<file path="src/rtl/fle_consts.svh">
`ifndef FLE_CONSTS_SVH
`define FLE_CONSTS_SVH
// ----------------------------------------
// Address map
// ----------------------------------------
`define FLE_OVL_RAM_BASE 24'hFF_DC00
`define FLE_BLK_SHIFT 12
`define FLE_BLK_LIMIT 24'h00_8000
`define FLE_PCP_BASE 24'hFF_EC00
`define FLE_PCP_LAST 24'hFF_FBFF
`define FLE_PCP_SIZE 16'h1000
// ----------------------------------------
// Mode pin patterns (mode_pin2..0)
// ----------------------------------------
`define FLE_MD_BOOT_EXP 3'h2
`define FLE_MD_BOOT_SC 3'h3
`define FLE_MD_UPM_EXP 3'h6
`define FLE_MD_UPM_SC 3'h7
// ----------------------------------------
// Serial timing: 100 MHz clock, 16x oversampled bit
// ----------------------------------------
`define FLE_BAUD_DIV 16'h0036
`define FLE_BAUD_DIV_INIT 16'h0000
`define FLE_SAMPLES 4'hF
`define FLE_HALF 4'h7
`define FLE_DATA_BITS 3'h7
`endif

</file>
<file path="src/rtl/fle_pkg.sv">
package fle_pkg;
  // Boot mode step
  typedef enum logic [1:0] {FLE_IDLE, FLE_LOAD, FLE_RUN} fle_boot_e;
  // Serial receiver step
  typedef enum logic [1:0] {FLE_RX_IDLE, FLE_RX_START, FLE_RX_DATA, FLE_RX_STOP} fle_rx_e;
  // One received byte with its RAM address
  typedef struct packed {
    logic [23:0] addr;
    logic [7:0] data;
  } fle_word_s;
endpackage

</file>
<file path="src/rtl/fle_buf2.sv">
`timescale 1ns/100ps
`default_nettype none
// Two-entry buffer: a stall on the drain side loses no word
module fle_buf2 (
  input wire logic mclk,
  input wire logic reset_n,
  input wire fle_pkg::fle_word_s in_word,
  input wire logic in_valid,
  output logic in_ready,
  output fle_pkg::fle_word_s out_word,
  output logic out_valid,
  input wire logic out_ready
);
  import fle_pkg::*;
  fle_word_s mem_q [2]; // Flip-flop storage
  logic wp_q; // Write index
  logic rp_q; // Read index
  logic [1:0] cnt_q; // Fill level
  logic push;
  logic pop;
  assign push = in_valid && in_ready;
  assign pop = out_valid && out_ready;
  assign in_ready = (cnt_q != 2'h2);
  assign out_valid = (cnt_q != 2'h0);
  assign out_word = mem_q[rp_q];
  // Storage write
  always_ff @(posedge mclk) begin
    if (push) begin
      mem_q[wp_q] <= in_word;
    end
  end
  // Pointers and level
  always_ff @(posedge mclk or negedge reset_n) begin
    if (!reset_n) begin
      wp_q <= 1'b0;
      rp_q <= 1'b0;
      cnt_q <= 2'h0;
    end else begin
      if (push) begin
        wp_q <= ~wp_q;
      end
      if (pop) begin
        rp_q <= ~rp_q;
      end
      cnt_q <= cnt_q + {1'b0, push} - {1'b0, pop};
    end
  end
endmodule
`default_nettype wire

</file>
<file path="src/rtl/fle_ctrl.sv">
// Behaviour
// - Select low: no overlay, no protection
// - Select high: overlay on, all blocks protected
// - Area bits pick 4-kbyte block overlaid
// - Program/erase/verify only in on-board modes
// - Boot runs loader on async serial port
// - Store bytes in RAM, then branch
`timescale 1ns/100ps
`default_nettype none
`include "fle_consts.svh"
module fle_ctrl (
  input wire logic mclk,
  input wire logic reset_n,
  input wire logic emulation_select,
  input wire logic area_select_bit2,
  input wire logic area_select_bit1,
  input wire logic area_select_bit0,
  input wire logic flash_write_enable_pin,
  input wire logic mode_pin2,
  input wire logic mode_pin1,
  input wire logic mode_pin0,
  input wire logic [23:0] cpu_addr,
  input wire logic [15:0] pcp_length,
  input wire logic serial_port_rxd,
  input wire logic ram_wr_ready,
  output logic [23:0] mapped_addr_q,
  output logic overlay_hit_q,
  output logic flash_protect_q,
  output logic prog_allowed_q,
  output logic boot_mode_q,
  output logic user_prog_mode_q,
  output logic ram_wr_valid_q,
  output fle_pkg::fle_word_s ram_wr_q,
  output logic branch_q,
  output logic [23:0] branch_addr_q,
  output logic rx_overrun_q
);
  import fle_pkg::*;

  // ----------------------------------------
  // Mode capture
  // ----------------------------------------
  logic [2:0] mode_pins;
  logic strap_done_q; // Straps caught once after reset release
  assign mode_pins = {mode_pin2, mode_pin1, mode_pin0};

  // Pins are latched by a clocked process after release, never by the reset itself
  always_ff @(posedge mclk or negedge reset_n) begin
    if (!reset_n) begin
      strap_done_q <= 1'b0;
      boot_mode_q <= 1'b0;
      user_prog_mode_q <= 1'b0;
    end else if (!strap_done_q) begin
      strap_done_q <= 1'b1;
      boot_mode_q <= flash_write_enable_pin &&
        (mode_pins == `FLE_MD_BOOT_EXP || mode_pins == `FLE_MD_BOOT_SC);
      user_prog_mode_q <=
        (mode_pins == `FLE_MD_UPM_EXP || mode_pins == `FLE_MD_UPM_SC);
    end
  end

  // Programming allowed only in on-board modes with write enable held
  always_ff @(posedge mclk or negedge reset_n) begin
    if (!reset_n) begin
      prog_allowed_q <= 1'b0;
    end else begin
      prog_allowed_q <= (boot_mode_q || user_prog_mode_q) && flash_write_enable_pin
        && !emulation_select;
    end
  end

  // ----------------------------------------
  // Emulation overlay
  // ----------------------------------------
  logic [2:0] area_sel;
  assign area_sel = {area_select_bit2, area_select_bit1, area_select_bit0};

  // Block number of a flash address, valid below the block limit
  function automatic logic [2:0] blk_of(input logic [23:0] a);
    blk_of = a[`FLE_BLK_SHIFT+2:`FLE_BLK_SHIFT];
  endfunction

  // Address remap is registered; one cycle of latency is traded for a flop output
  always_ff @(posedge mclk or negedge reset_n) begin
    if (!reset_n) begin
      mapped_addr_q <= 24'h00_0000;
      overlay_hit_q <= 1'b0;
      flash_protect_q <= 1'b0;
    end else begin
      flash_protect_q <= emulation_select;
      if (emulation_select && cpu_addr < `FLE_BLK_LIMIT
          && blk_of(cpu_addr) == area_sel) begin
        overlay_hit_q <= 1'b1;
        mapped_addr_q <= `FLE_OVL_RAM_BASE + {12'h000, cpu_addr[`FLE_BLK_SHIFT-1:0]};
      end else begin
        // Area bits are ignored when emulation is off
        overlay_hit_q <= 1'b0;
        mapped_addr_q <= cpu_addr;
      end
    end
  end

  // ----------------------------------------
  // Serial receiver, 8N1, 16x oversampling
  // ----------------------------------------
  fle_rx_e rx_st_q;
  logic [15:0] div_q; // Oversample divider
  logic tick; // One-cycle sample enable
  logic [3:0] sub_q; // Sample count within a bit
  logic [2:0] bit_q; // Data bit index
  logic [7:0] sh_q; // Shift register
  logic rx_done_q; // Byte complete pulse
  logic [7:0] rx_byte_q;
  fle_boot_e boot_st_q;
  assign tick = (div_q == `FLE_BAUD_DIV);

  // Sample-rate divider
  always_ff @(posedge mclk or negedge reset_n) begin
    if (!reset_n) begin
      div_q <= `FLE_BAUD_DIV_INIT;
    end else begin
      div_q <= tick ? `FLE_BAUD_DIV_INIT : div_q + 16'h0001;
    end
  end

  // Asynchronous receive state machine, active only while loading
  always_ff @(posedge mclk or negedge reset_n) begin
    if (!reset_n) begin
      rx_st_q <= FLE_RX_IDLE;
      sub_q <= 4'h0;
      bit_q <= 3'h0;
      sh_q <= 8'h00;
      rx_done_q <= 1'b0;
      rx_byte_q <= 8'h00;
    end else begin
      rx_done_q <= 1'b0;
      if (tick) begin
        case (rx_st_q)
          FLE_RX_IDLE: begin
            sub_q <= 4'h0;
            // Only the loader listens on the port
            if (boot_st_q == FLE_LOAD && !serial_port_rxd) begin
              rx_st_q <= FLE_RX_START;
            end
          end
          FLE_RX_START: begin
            sub_q <= sub_q + 4'h1;
            if (sub_q == `FLE_HALF) begin
              // A glitch shorter than half a bit is not a start bit
              rx_st_q <= serial_port_rxd ? FLE_RX_IDLE : FLE_RX_DATA;
              sub_q <= 4'h0;
              bit_q <= 3'h0;
            end
          end
          FLE_RX_DATA: begin
            sub_q <= sub_q + 4'h1;
            if (sub_q == `FLE_SAMPLES) begin
              sh_q <= {serial_port_rxd, sh_q[7:1]}; // LSB first
              bit_q <= bit_q + 3'h1;
              if (bit_q == `FLE_DATA_BITS) begin
                rx_st_q <= FLE_RX_STOP;
              end
            end
          end
          FLE_RX_STOP: begin
            sub_q <= sub_q + 4'h1;
            if (sub_q == `FLE_SAMPLES) begin
              rx_st_q <= FLE_RX_IDLE;
              // Framing error drops the byte
              if (serial_port_rxd) begin
                rx_done_q <= 1'b1;
                rx_byte_q <= sh_q;
              end
            end
          end
          default: rx_st_q <= FLE_RX_IDLE;
        endcase
      end
    end
  end

  // ----------------------------------------
  // Loader: bytes into program area, then branch
  // ----------------------------------------
  logic [15:0] count_q; // Bytes stored so far
  logic in_ready;
  fle_word_s in_word;
  fle_word_s out_word;
  logic out_valid;
  logic load_full; // Expected length reached or program area full
  assign in_word = '{addr: `FLE_PCP_BASE + {8'h00, count_q}, data: rx_byte_q};
  // Stray bytes past the length or the area end are never stored, so they can
  // neither write outside the program area nor hold off the branch
  assign load_full = (count_q == pcp_length) || (count_q == `FLE_PCP_SIZE);

  // Boot sequence
  always_ff @(posedge mclk or negedge reset_n) begin
    if (!reset_n) begin
      boot_st_q <= FLE_IDLE;
      count_q <= 16'h0000;
      branch_q <= 1'b0;
      branch_addr_q <= 24'h00_0000;
      rx_overrun_q <= 1'b0;
    end else begin
      branch_q <= 1'b0;
      case (boot_st_q)
        FLE_IDLE: begin
          if (strap_done_q && boot_mode_q && pcp_length != 16'h0000) begin
            boot_st_q <= FLE_LOAD;
          end
        end
        FLE_LOAD: begin
          if (rx_done_q && !load_full) begin
            if (in_ready) begin
              count_q <= count_q + 16'h0001;
            end else begin
              // Sticky: a byte arrived with the buffer full
              rx_overrun_q <= 1'b1;
            end
          end
          // Branch once the last byte has been written out
          if (load_full && !out_valid && !ram_wr_valid_q) begin
            boot_st_q <= FLE_RUN;
            branch_q <= 1'b1;
            branch_addr_q <= `FLE_PCP_BASE;
          end
        end
        FLE_RUN: boot_st_q <= FLE_RUN;
        default: boot_st_q <= FLE_IDLE;
      endcase
    end
  end

  fle_buf2 fle_buf2_inst (
    .mclk(mclk),
    .reset_n(reset_n),
    .in_word(in_word),
    .in_valid(rx_done_q && boot_st_q == FLE_LOAD && !load_full),
    .in_ready(in_ready),
    .out_word(out_word),
    .out_valid(out_valid),
    .out_ready(!ram_wr_valid_q || ram_wr_ready)
  );

  // RAM write port register, held until the RAM takes it
  always_ff @(posedge mclk or negedge reset_n) begin
    if (!reset_n) begin
      ram_wr_valid_q <= 1'b0;
      ram_wr_q <= '0;
    end else if (!ram_wr_valid_q || ram_wr_ready) begin
      ram_wr_valid_q <= out_valid;
      if (out_valid) begin
        ram_wr_q <= out_word;
      end
    end
  end
endmodule
`default_nettype wire

</file>
<file path="config.mk">
export PLATFORM = sky130hd
export DESIGN_NAME = fle_ctrl
export DESIGN_NICKNAME = d
export VERILOG_FILES = /design/src/rtl/fle_pkg.sv /design/src/rtl/fle_buf2.sv /design/src/rtl/fle_ctrl.sv
export VERILOG_INCLUDE_DIRS = /design/src /design/src/rtl
export SDC_FILE = /design/constraint.sdc
export NUM_CORES = 1
export LEC_CHECK = 0
export BUFFER_PORTS_ARGS = -buffer_cell sky130_fd_sc_hd__buf_2
export CORE_MARGIN = 1.5
export CORE_UTILIZATION = 45
export CTS_CLUSTER_SIZE = 8
export DETAILED_ROUTE_END_ITERATION = 16
export PLACE_DENSITY_LB_ADDON = 0.08
export SLEW_MARGIN = 20
export SYNTH_ARGS = -nofsm -noshare
export SYNTH_HDL_FRONTEND = slang
export SYNTH_SLANG_ARGS = --single-unit
</file>
<file path="constraint.sdc">
create_clock -name mclk -period 9.9 [get_ports mclk]
set_input_delay 0.99 -clock mclk [delete_from_list [all_inputs] [get_ports mclk]]
set_output_delay 0.99 -clock mclk [all_outputs]
set_load 0.005 [all_outputs]
</file>
Yosys cells after proc, flatten, opt, wreduce, memory -nomap -nowiden --
Memory sizes are Yosys's and may differ from the RTL's. A register that Yosys moved wholly into a read port is not among the register bits. Index checks and enable logic that the tools add are counted.
Storage, ports and cells: memories kept 1, input port bits 52, memory bits (writable) 64, output and inout bits 88, bits in registers 98
Operators by class: $add $sub $neg 8, magnitude comparators 1, reduce and logical (&&, ||, !) cells 41, mux-type cells 26, equal/unequal tests 24, bitwise operators 3
Memory list:
- fle_buf2_inst.mem_q | words 2, bits a word 32, rd ports 1, clocked after Yosys merged registers in 1, wr ports 1, RTL line fle_buf2.sv:15 | fle_word_s mem_q [2];
Operator list (number):
- 16-bit by 1-bit adder with 16-bit output (second input constant) | 2
- 24-bit by 16-bit < comparator with 1-bit output (second input constant) | 1
- 24-bit 2-to-1 mux | 1
- 14-bit by 17-bit adder with 18-bit output (first input constant) | 1
- 15-bit by 13-bit adder with 16-bit output (first input constant) | 1
- 16-bit by 13-bit == test with 1-bit output (second input constant) | 1
- 16-bit == test | 1
- 16-bit by 6-bit == test with 1-bit output (second input constant) | 1
- 16-bit 2-to-1 mux | 1
- 2-bit 2-to-1 mux | 8
- 2-bit != test (second input constant) | 8
- 16-bit nonzero test | 1
- 1-bit logical AND | 15
- 4-bit case mux with 3 select lines | 1
- 3-bit == test (second input constant) | 3
- 1-bit 2-to-1 mux | 9
- 3-bit AND reduction | 3
- 2-bit case mux with 4 select lines | 1
- 4-bit AND reduction | 2
- 2-bit == test (second input constant) | 3
- 3-bit by 2-bit == test with 1-bit output (second input constant) | 2
- 1-bit zero test | 6
- 3-bit 2-to-1 mux | 2
- 2-bit case mux with 3 select lines | 1
- other kinds (17) | 28

Depth between registers and ports, before layout --
Gate-level depths: netlist of the first run.
depth in word-level cells 7, depth in mapped cells 11

Hierarchy --
A second synthesis of the first run with hierarchy kept.
Second synthesis, totals: cells, all modules 599, area total of the unflattened synthesis 8271.7 um^2
By module, submodules not included:
- fle_ctrl | area each 5751.8 um^2, sequential area each 3153.0 um^2, instances 1, cells each 482
- fle_buf2 | area each 2519.9 um^2, sequential area each 2021.9 um^2, instances 1, cells each 117

Worst setup path after synthesis of the first run --
OpenSTA, ideal clock, no wires.
kind input to register, from input port pcp_length[3], to memory fle_buf2_inst.mem_q[0][0] in the netlist's numbering (enable), setup time 442 ps, data arrival time 3107 ps, path slack 6351 ps, required time 9458 ps, stages on the path 4, buffers on the path 0, cells stage by stage xnor2_1 -> nand4_1 -> nor4_2 -> nor3_1
On the way: cells in the longest elaborated chain, start to end 7
RTL lines:
- from (decl) | RTL line fle_ctrl.sv:23 | input wire logic [15:0] pcp_length,
- 16-bit == test | RTL line fle_ctrl.sv:194 | assign load_full = (count_q == pcp_length) || (count_q == `FLE_PCP_SIZE);
- 1-bit logical OR | RTL line fle_ctrl.sv:194
- 1-bit zero test | RTL line fle_ctrl.sv:238 | .in_valid(rx_done_q && boot_st_q == FLE_LOAD && !load_full),
- 1-bit logical AND | RTL line fle_ctrl.sv:238
- 1-bit logical AND | RTL line fle_buf2.sv:21 | assign push = in_valid && in_ready;
- 1-bit 2-to-1 mux | RTL line fle_buf2.sv:28 | if (push) begin
- 1-bit 2-to-1 mux (implied by the code) | RTL line fle_buf2.sv:29 | mem_q[wp_q] <= in_word;
- to (decl) | RTL line fle_buf2.sv:15
Every way passes these cells.

Worst setup path in the final report of the first run --
from register count_q[10], to register fle_buf2_inst.cnt_q[1]
On the way: cells in the longest elaborated chain, start to end 7
RTL lines:
- from (decl) | RTL line fle_ctrl.sv:185 | logic [15:0] count_q;
- from (signal assigned) | RTL line fle_ctrl.sv:215 | count_q <= count_q + 16'h0001;
- 16-bit == test / 16-bit by 13-bit == test with 1-bit output (equally long branches)
- 1-bit logical OR (*) | RTL line fle_ctrl.sv:194
- 1-bit zero test (*) | RTL line fle_ctrl.sv:238
- 1-bit logical AND (*) | RTL line fle_ctrl.sv:238
- 1-bit logical AND (*) | RTL line fle_buf2.sv:21
- 2-bit by 1-bit adder with 2-bit output (*) | RTL line fle_buf2.sv:45 | cnt_q <= cnt_q + {1'b0, push} - {1'b0, pop};
- 2-bit by 1-bit subtractor with 2-bit output (*) | RTL line fle_buf2.sv:45
- to (signal assigned) | RTL line fle_buf2.sv:45
- to (decl) | RTL line fle_buf2.sv:18 | logic [1:0] cnt_q;
Every way passes the cells marked *; elsewhere a longest branch is shown, timed or not. A chain may end at the register's enable or synchronous reset.

==> impl_metrics.tcl, run 1 <==
set metrics [dict create \
    status "finished, final reports clean" \
    io_pins 140 \
    drt-pass1-iter-count 4 \
    rsz0062_at_grt "no" \
    die-area_sq_um 17400 \
    synth_edf_count 52 \
    r2r_slack_ns 7.34 \
    max_freq_mhz 390 \
    setup_viol 0 \
    worst_ep_required_time_ns 10.24 \
    cts_buffers 17 \
    synth_top_flop_cell "dfrtp_1" \
    post-route-period-util_pct 25.9 \
    synthTopCellsByArea "dfrtp_1 41%, edfxtp_1 21%, xnor2_1 5.8%, mux2i_1 3.7%, buf_4 2.9%" \
    cp-start-kind "register" \
    ys_warn_count 0 \
    grt_use_total_pct 15.8 \
    r2r_cells 10 \
    hpwl_microns 9040 \
    worstPathArrival_ns 2.90 \
    cts.sinks 176 \
    drt-total-wl_microns 13100 \
    r2r_end "fle_buf2_inst.cnt_q[1]" \
    drtIter0Drc 237 \
    gp_congestion 0.768 \
    dpl.cell_count 906 \
    postCtsSetupRepairBufs 0 \
    core-area_sq_um 16400 \
    fin_cells 938 \
    r2r-start "count_q[10]" \
    synthesis.instances 593 \
    cts_root_buf "clkbuf_16" \
    async_flop_share_pct 70.5 \
    yosysTopAreaCell "dfrtp_1" \
    nets 772 \
    grt_pass1_wl_microns 21700 \
    crit_fanout 19 \
    hold_depth 0 \
    clock_latency_ns 0.42 \
    drc 0 \
    dieWidth_microns 132 \
    endpoint_kind "register" \
    finalPower_mw 1.80 \
    clk_path_buf_depth 2 \
    postCtsHoldBufs 0 \
    yosys_register_bits 176 \
    worstMarginPinSlew_ns 0.931 \
    cts_tree "built" \
    hold_viol 0 \
    cts-resized-gates 0 \
    holdCritStartpoint "rx_byte_q[3]" \
    die_y_microns 132 \
    leakagePower_nw 3.90 \
    final.setup.tns_ns 0 \
    final_layout_size_suffix_gt1_share_pct 27.4 \
    routed_wire_length_per_instance_microns 14.0 \
    yosys-top-cells-count "124 x dfrtp_1, 52 x edfxtp_1, 50 x xnor2_1, 48 x nor2_1, 32 x a21oi_1" \
    antenna_found_initial 0 \
    via_per_inst 4.89 \
    fp-row-count 47 \
    grt_max_degree 73 \
    portBuffers 127 \
    dpl-instance-area_sq_um 8190 \
    antenna_left 0 \
    yosys.area.top_type_share_pct 41.4 \
    min_to "fle_buf2_inst.mem_q[1][3]" \
    start_util_pct 45.7 \
    pwr_density_cell_nw_per_um2 206 \
    grt_pass1_vias 4408 \
    area_growth_pct 16.3 \
    synth_area_sq_um 7500 \
    htreeDepth 4 \
    antenna_cells_inserted 0 \
    min_path_type "register to register" \
    yosysMostFrequentCell "dfrtp_1" \
    syn_avg_cell_area_sq_um 12.6 \
    relSlewSlack_pct 38.0 \
    final_area_sq_um 8720 \
    clkTransAtPathRegs_ns 0.06 \
    ir_drop_v 0.000139 \
    drv_slew 0 \
    finalClockSkew_ns 0.0102 \
    period_needed_ns 2.56 \
    overflow 0 \
    synth.distinct_cells 50 \
    dr_total_vias 4583 \
    ys_seq_area_share_pct 62.2 \
    maxCapViolations 0 \
    crit_type "register to register" \
    final.fill_count 1447 \
]
## cell type report
class	count	area, sq um	share of cell area [%]
Sequential cell	176	4660	53.5
Tap cell	220	275	3.16
Clock inverter	12	92.6	1.06
Timing Repair Buffer	134	691	7.92
Multi-Input combinational cell	355	2480	28.5
Inverter	21	78.8	0.904
Clock buffer	20	437	5.01
## layout by cell type (no fill, tap or decap), types with 2 or more instances in the layout
| cell | Yosys | routed |
|---|---|---|
| a31oi_1 | 3 | 3 |
| clkbuf_1 | 11 | 3 |
| nor3b_1 | 3 | 3 |
| or2_2 | 11 | 11 |
| inv_1 | 21 | 21 |
| mux2i_1 | 28 | 28 |
| mux2_2 | 18 | 18 |
| ha_1 | 15 | 15 |
| buf_2 | 6 | 126 |
| and4_1 | 4 | 4 |
| xor2_1 | 8 | 8 |
| nor2b_1 | 3 | 3 |
| o22ai_1 | 3 | 3 |
| nand4_1 | 13 | 13 |
| nor4b_1 | 4 | 4 |
| nand2b_1 | 2 | 2 |
| edfxtp_1 | 52 | 52 |
| nand2_1 | 27 | 27 |
| buf_4 | 29 | 8 |
| nor4_2 | 2 | 2 |
| conb_1 | 2 | 12 |
| clkbuf_16 | 0 | 17 |
| nand3_1 | 16 | 16 |
| o21ai_0 | 10 | 10 |
| clkinv_2 | 0 | 2 |
| dfrtp_1 | 124 | 124 |
| inv_6 | 0 | 2 |
| clkinv_1 | 0 | 5 |
| nor4_1 | 6 | 6 |
| nor2_1 | 48 | 48 |
| o31ai_1 | 3 | 3 |
| xnor2_1 | 50 | 50 |
| nor3_1 | 11 | 10 |
| and3_1 | 7 | 7 |
| a21oi_1 | 32 | 31 |
## how the worst max path moves through the flow
stage	startpoint	end	slack, ns	depth (start not counted)
finish	count_q[10]	fle_buf2_inst.cnt_q[1]	7.34	10
global route	count_q[10]	fle_buf2_inst.cnt_q[1]	7.11	10
CTS	count_q[10]	fle_buf2_inst.cnt_q[1]	7.32	10
detailed placement	pcp_length[6]	fle_buf2_inst.cnt_q[1]	6.95	9
global placement	pcp_length[6]	fle_buf2_inst.cnt_q[1]	7.01	9
floorplan	pcp_length[3]	fle_buf2_inst.mem_q[0][0]	6.35	4
## metrics by stage
| stage | setup slack, ns | utilization, % | hold slack (ns) |
|---|---|---|---|
| 4_1_cts | 7.32 | 53.2 | 0.471 |
| 3_3_place_gp | 7.01 | 49.9 | 0.448 |
| 5_1_grt | 7.11 | 53.2 | 0.495 |
| 6_report | 7.34 | 53.2 | 0.473 |
| 3_5_place_dp | 6.95 | 49.9 | 0.460 |
| 2_1_floorplan | 6.35 | - | 0.437 |
## state kept, by name (all words and copies together), names as in the netlist, 2 cells and up, named ones only
signal and flops:
fle_buf2_inst.mem_q 52, mapped_addr_q 24, rx_byte_q 8, fle_buf2_inst.cnt_q 2, bit_q 3, ram_wr_q 26
count_q 16, boot_st_q 2, div_q 16, sub_q 4, sh_q 8
## cells by family (layout without fill, tap and decap cells)
logic type	count (synthesis)	in the layout	share of synthesized area, %
adder cells (fa/ha/maj)	15	15	2.50
buffers and inverters	72	187	5.39
AND/OR/NAND/NOR	168	168	12.4
multiplexers	46	46	6.44
XOR/XNOR	58	58	6.77
flip-flops	176	176	62.2
other	2	12	0.100
AO/OA/AOI/OAI	56	56	4.19
## worst max-delay path, cell delays in order, from the launching register on
cell and delay, ns:
dfrtp_1 0.49, inv_1 0.17, ha_1 0.16, nor4b_1 0.37
nand4_1 0.24, nand4_1 0.23, nor2_1 0.07, buf_4 0.23
ha_1 0.23, xnor2_1 0.17, xnor2_1 0.13
## layer usage
| metal | track usage, % | vias up | share of wire [%] |
|---|---|---|---|
| li1 | - | 2247 | - |
| met1 | 19.9 | 2211 | 44 |
| met2 | 25.9 | 119 | 50 |
| met3 | 5.07 | 6 | 5.7 |
| met4 | 5.25 | 0 | 0.65 |
| met5 | 0 | - | 0 |
## where the power goes
group          switching [mW]  internal (mW)
combinational           0.184          0.159
clock                   0.259          0.343
sequential             0.0366          0.818
total                   0.480           1.32
Power figures use the tool's default switching activity.
==> run 2: changes to the inputs <==
clock period = 2.66 ns   (was 9.9 ns; I/O delays follow)
==> run 2 against run 1 <==
Effect of this change: maximum frequency rose by 11%; clock-buffer cell count stayed put; clock skew shrank 0.0027 ns; via count increased by 2.8%; sequential share of layout area fell by 1.4 points; flip-flop and latch count unchanged; largest cell class unchanged; largest power group unchanged.
==> impl_metrics.tcl, run 2 (synthesized netlist as in run 1, its figures left out) <==
set metrics [dict create \
    status "finished, final reports clean" \
    drv_slew 0 \
    cp-start-kind "register" \
    endpoint_kind "register" \
    antenna_found_initial 0 \
    post-route-period-util_pct 87.0 \
    clkTransAtPathRegs_ns 0.06 \
    ir_drop_v 0.000705 \
    dieWidth_microns 132 \
    core-area_sq_um 16400 \
    drt-pass1-iter-count 4 \
    largest-register "fle_buf2_inst.mem_q" \
    antenna_left 0 \
    final.fill_count 1433 \
    cp_cell_sequence "inv_1, ha_1, nor4b_1, nand4_1, nand4_1, nor2_2, and2_1, buf_4" \
    die-area_sq_um 17400 \
    htreeDepth 4 \
    dr_total_vias 4710 \
    dpl.cell_count 914 \
    crit_fanout 26 \
    drtIter0Drc 258 \
    fp-row-count 47 \
    cts_buffers 17 \
    min_path_type "primary input to register" \
    clock_latency_ns 0.42 \
    grt_pass1_vias 4701 \
    fin_cells 958 \
    slowest_delay_ns 0.48 \
    final_cell_mix "126 x buf_2, 124 x dfrtp_1, 52 x edfxtp_1, 50 x xnor2_1, 47 x nor2_1" \
    finalClockSkew_ns 0.00744 \
    cp_top_family "simple AND/OR/NAND/NOR gates" \
    dp_slack_ns 0.258 \
    cts_root_buf "clkbuf_16" \
    clk_path_buf_depth 2 \
    die_y_microns 132 \
    grt_use_total_pct 16.5 \
    post-route-worst-setup-slack_ns 0.346 \
    critPathSlowestCell "dfrtp_1" \
    grt_max_degree 68 \
    final_layout_size_suffix_gt1_share_pct 28.6 \
    routed_wire_length_per_instance_microns 14.2 \
    worst_ep_required_time_ns 2.74 \
    period_needed_ns 2.31 \
    crit_type "register to register" \
    hpwl_microns 9560 \
    grt_pass1_wl_microns 22700 \
    portBuffers 127 \
    crit_top_cell "nand4_1" \
    nets 792 \
    drt-total-wl_microns 13600 \
    start_util_pct 45.7 \
    gp_congestion 0.810 \
    overflow 0 \
    finalPower_mw 6.87 \
    final.setup.tns_ns 0 \
    drc 0 \
    relSlewSlack_pct 62.0 \
    setup_viol 0 \
    postCtsSetupRepairBufs 0 \
    antenna_cells_inserted 0 \
    max_freq_mhz 432 \
    io_pins 140 \
    area_growth_pct 19.5 \
    cts.sinks 176 \
    worstMarginPinSlew_ns 0.562 \
    largest_register_ffs 52 \
    layout_commonest_cell "buf_2" \
    cp_num_buf_inv 2 \
    cts_tree "built" \
    leakagePower_nw 4.02 \
    worstPathArrival_ns 2.40 \
    rsz0062_at_grt "no" \
    hold_viol 0 \
    pwr_density_cell_nw_per_um2 766 \
    maxCapViolations 0 \
    largest_registers "fle_buf2_inst.mem_q: 52 flops, ram_wr_q: 26 flops, mapped_addr_q: 24 flops" \
    via_per_inst 4.92 \
]
## run 2: changes by cell type in the layout (fill, tap and decap cells not counted), moves of 2 or more
cell	before	now
clkinv_1	5	0
buf_4	8	15
dlygate4sd3_1	0	12
clkinvlp_4	1	3
## run 2: area by class of cell
class                           instances  area, sq um  area share [%]
Sequential cell                       176         4660            52.0
Inverter                               21         78.8           0.879
Clock inverter                         12          133            1.48
Clock buffer                           20          437            4.87
Multi-Input combinational cell        355         2490            27.8
Timing Repair Buffer                  154          883            9.85
Tap cell                              220          275            3.07
## run 2: worst paths after layout
path                               from                         end  slack [ns]  cells after the start
max                         count_q[11]  fle_buf2_inst.mem_q[1][18]        0.35                      8
min                        cpu_addr[15]           mapped_addr_q[15]        0.05                      2
max reg2reg                 count_q[11]  fle_buf2_inst.mem_q[1][18]        0.35                      8
min reg2reg                rx_byte_q[0]   fle_buf2_inst.mem_q[0][0]        0.47                      0
max in group asynchronous       reset_n                  count_q[8]        1.61                      3
min in group asynchronous       reset_n            mapped_addr_q[1]        0.33                      2
## run 2: where the power goes
part	switching [mW]	internal, mW	leakage [nW]
logic	0.680	0.607	1.72
clock network	1.01	1.39	0.271
registers	0.141	3.04	2.03
total	1.83	5.04	4.02
## run 2: through the flow
| step | hold WS [ns] | utilization (%) | area [sq um] |
|---|---|---|---|
| floorplan | -0.0296 | - | 7550 |
| global placement | 0.236 | 50.4 | 8270 |
| detailed placement | 0.240 | 50.4 | 8270 |
| CTS | 0.0299 | 54.6 | 8960 |
| global route | 0.0369 | 54.6 | 8960 |
| finish | 0.0493 | 54.6 | 8960 |
## run 2: routing by layer
metal	vias to the layer above	GRT usage, %	wire (microns)
met1	2320	20.3	5980
met5	-	0	0
met4	0	5.99	204
met2	91	28.3	6860
li1	2282	-	-
met3	17	4.11	565
## run 2: repair_timing
| action | in CTS | in global routing |
|---|---|---|
| hold buffers | 12 | 0 |
| hold endpoints to repair | 42 | 0 |
| resized for setup | 0 | 1 |
| setup endpoints to repair | 0 | 2 |
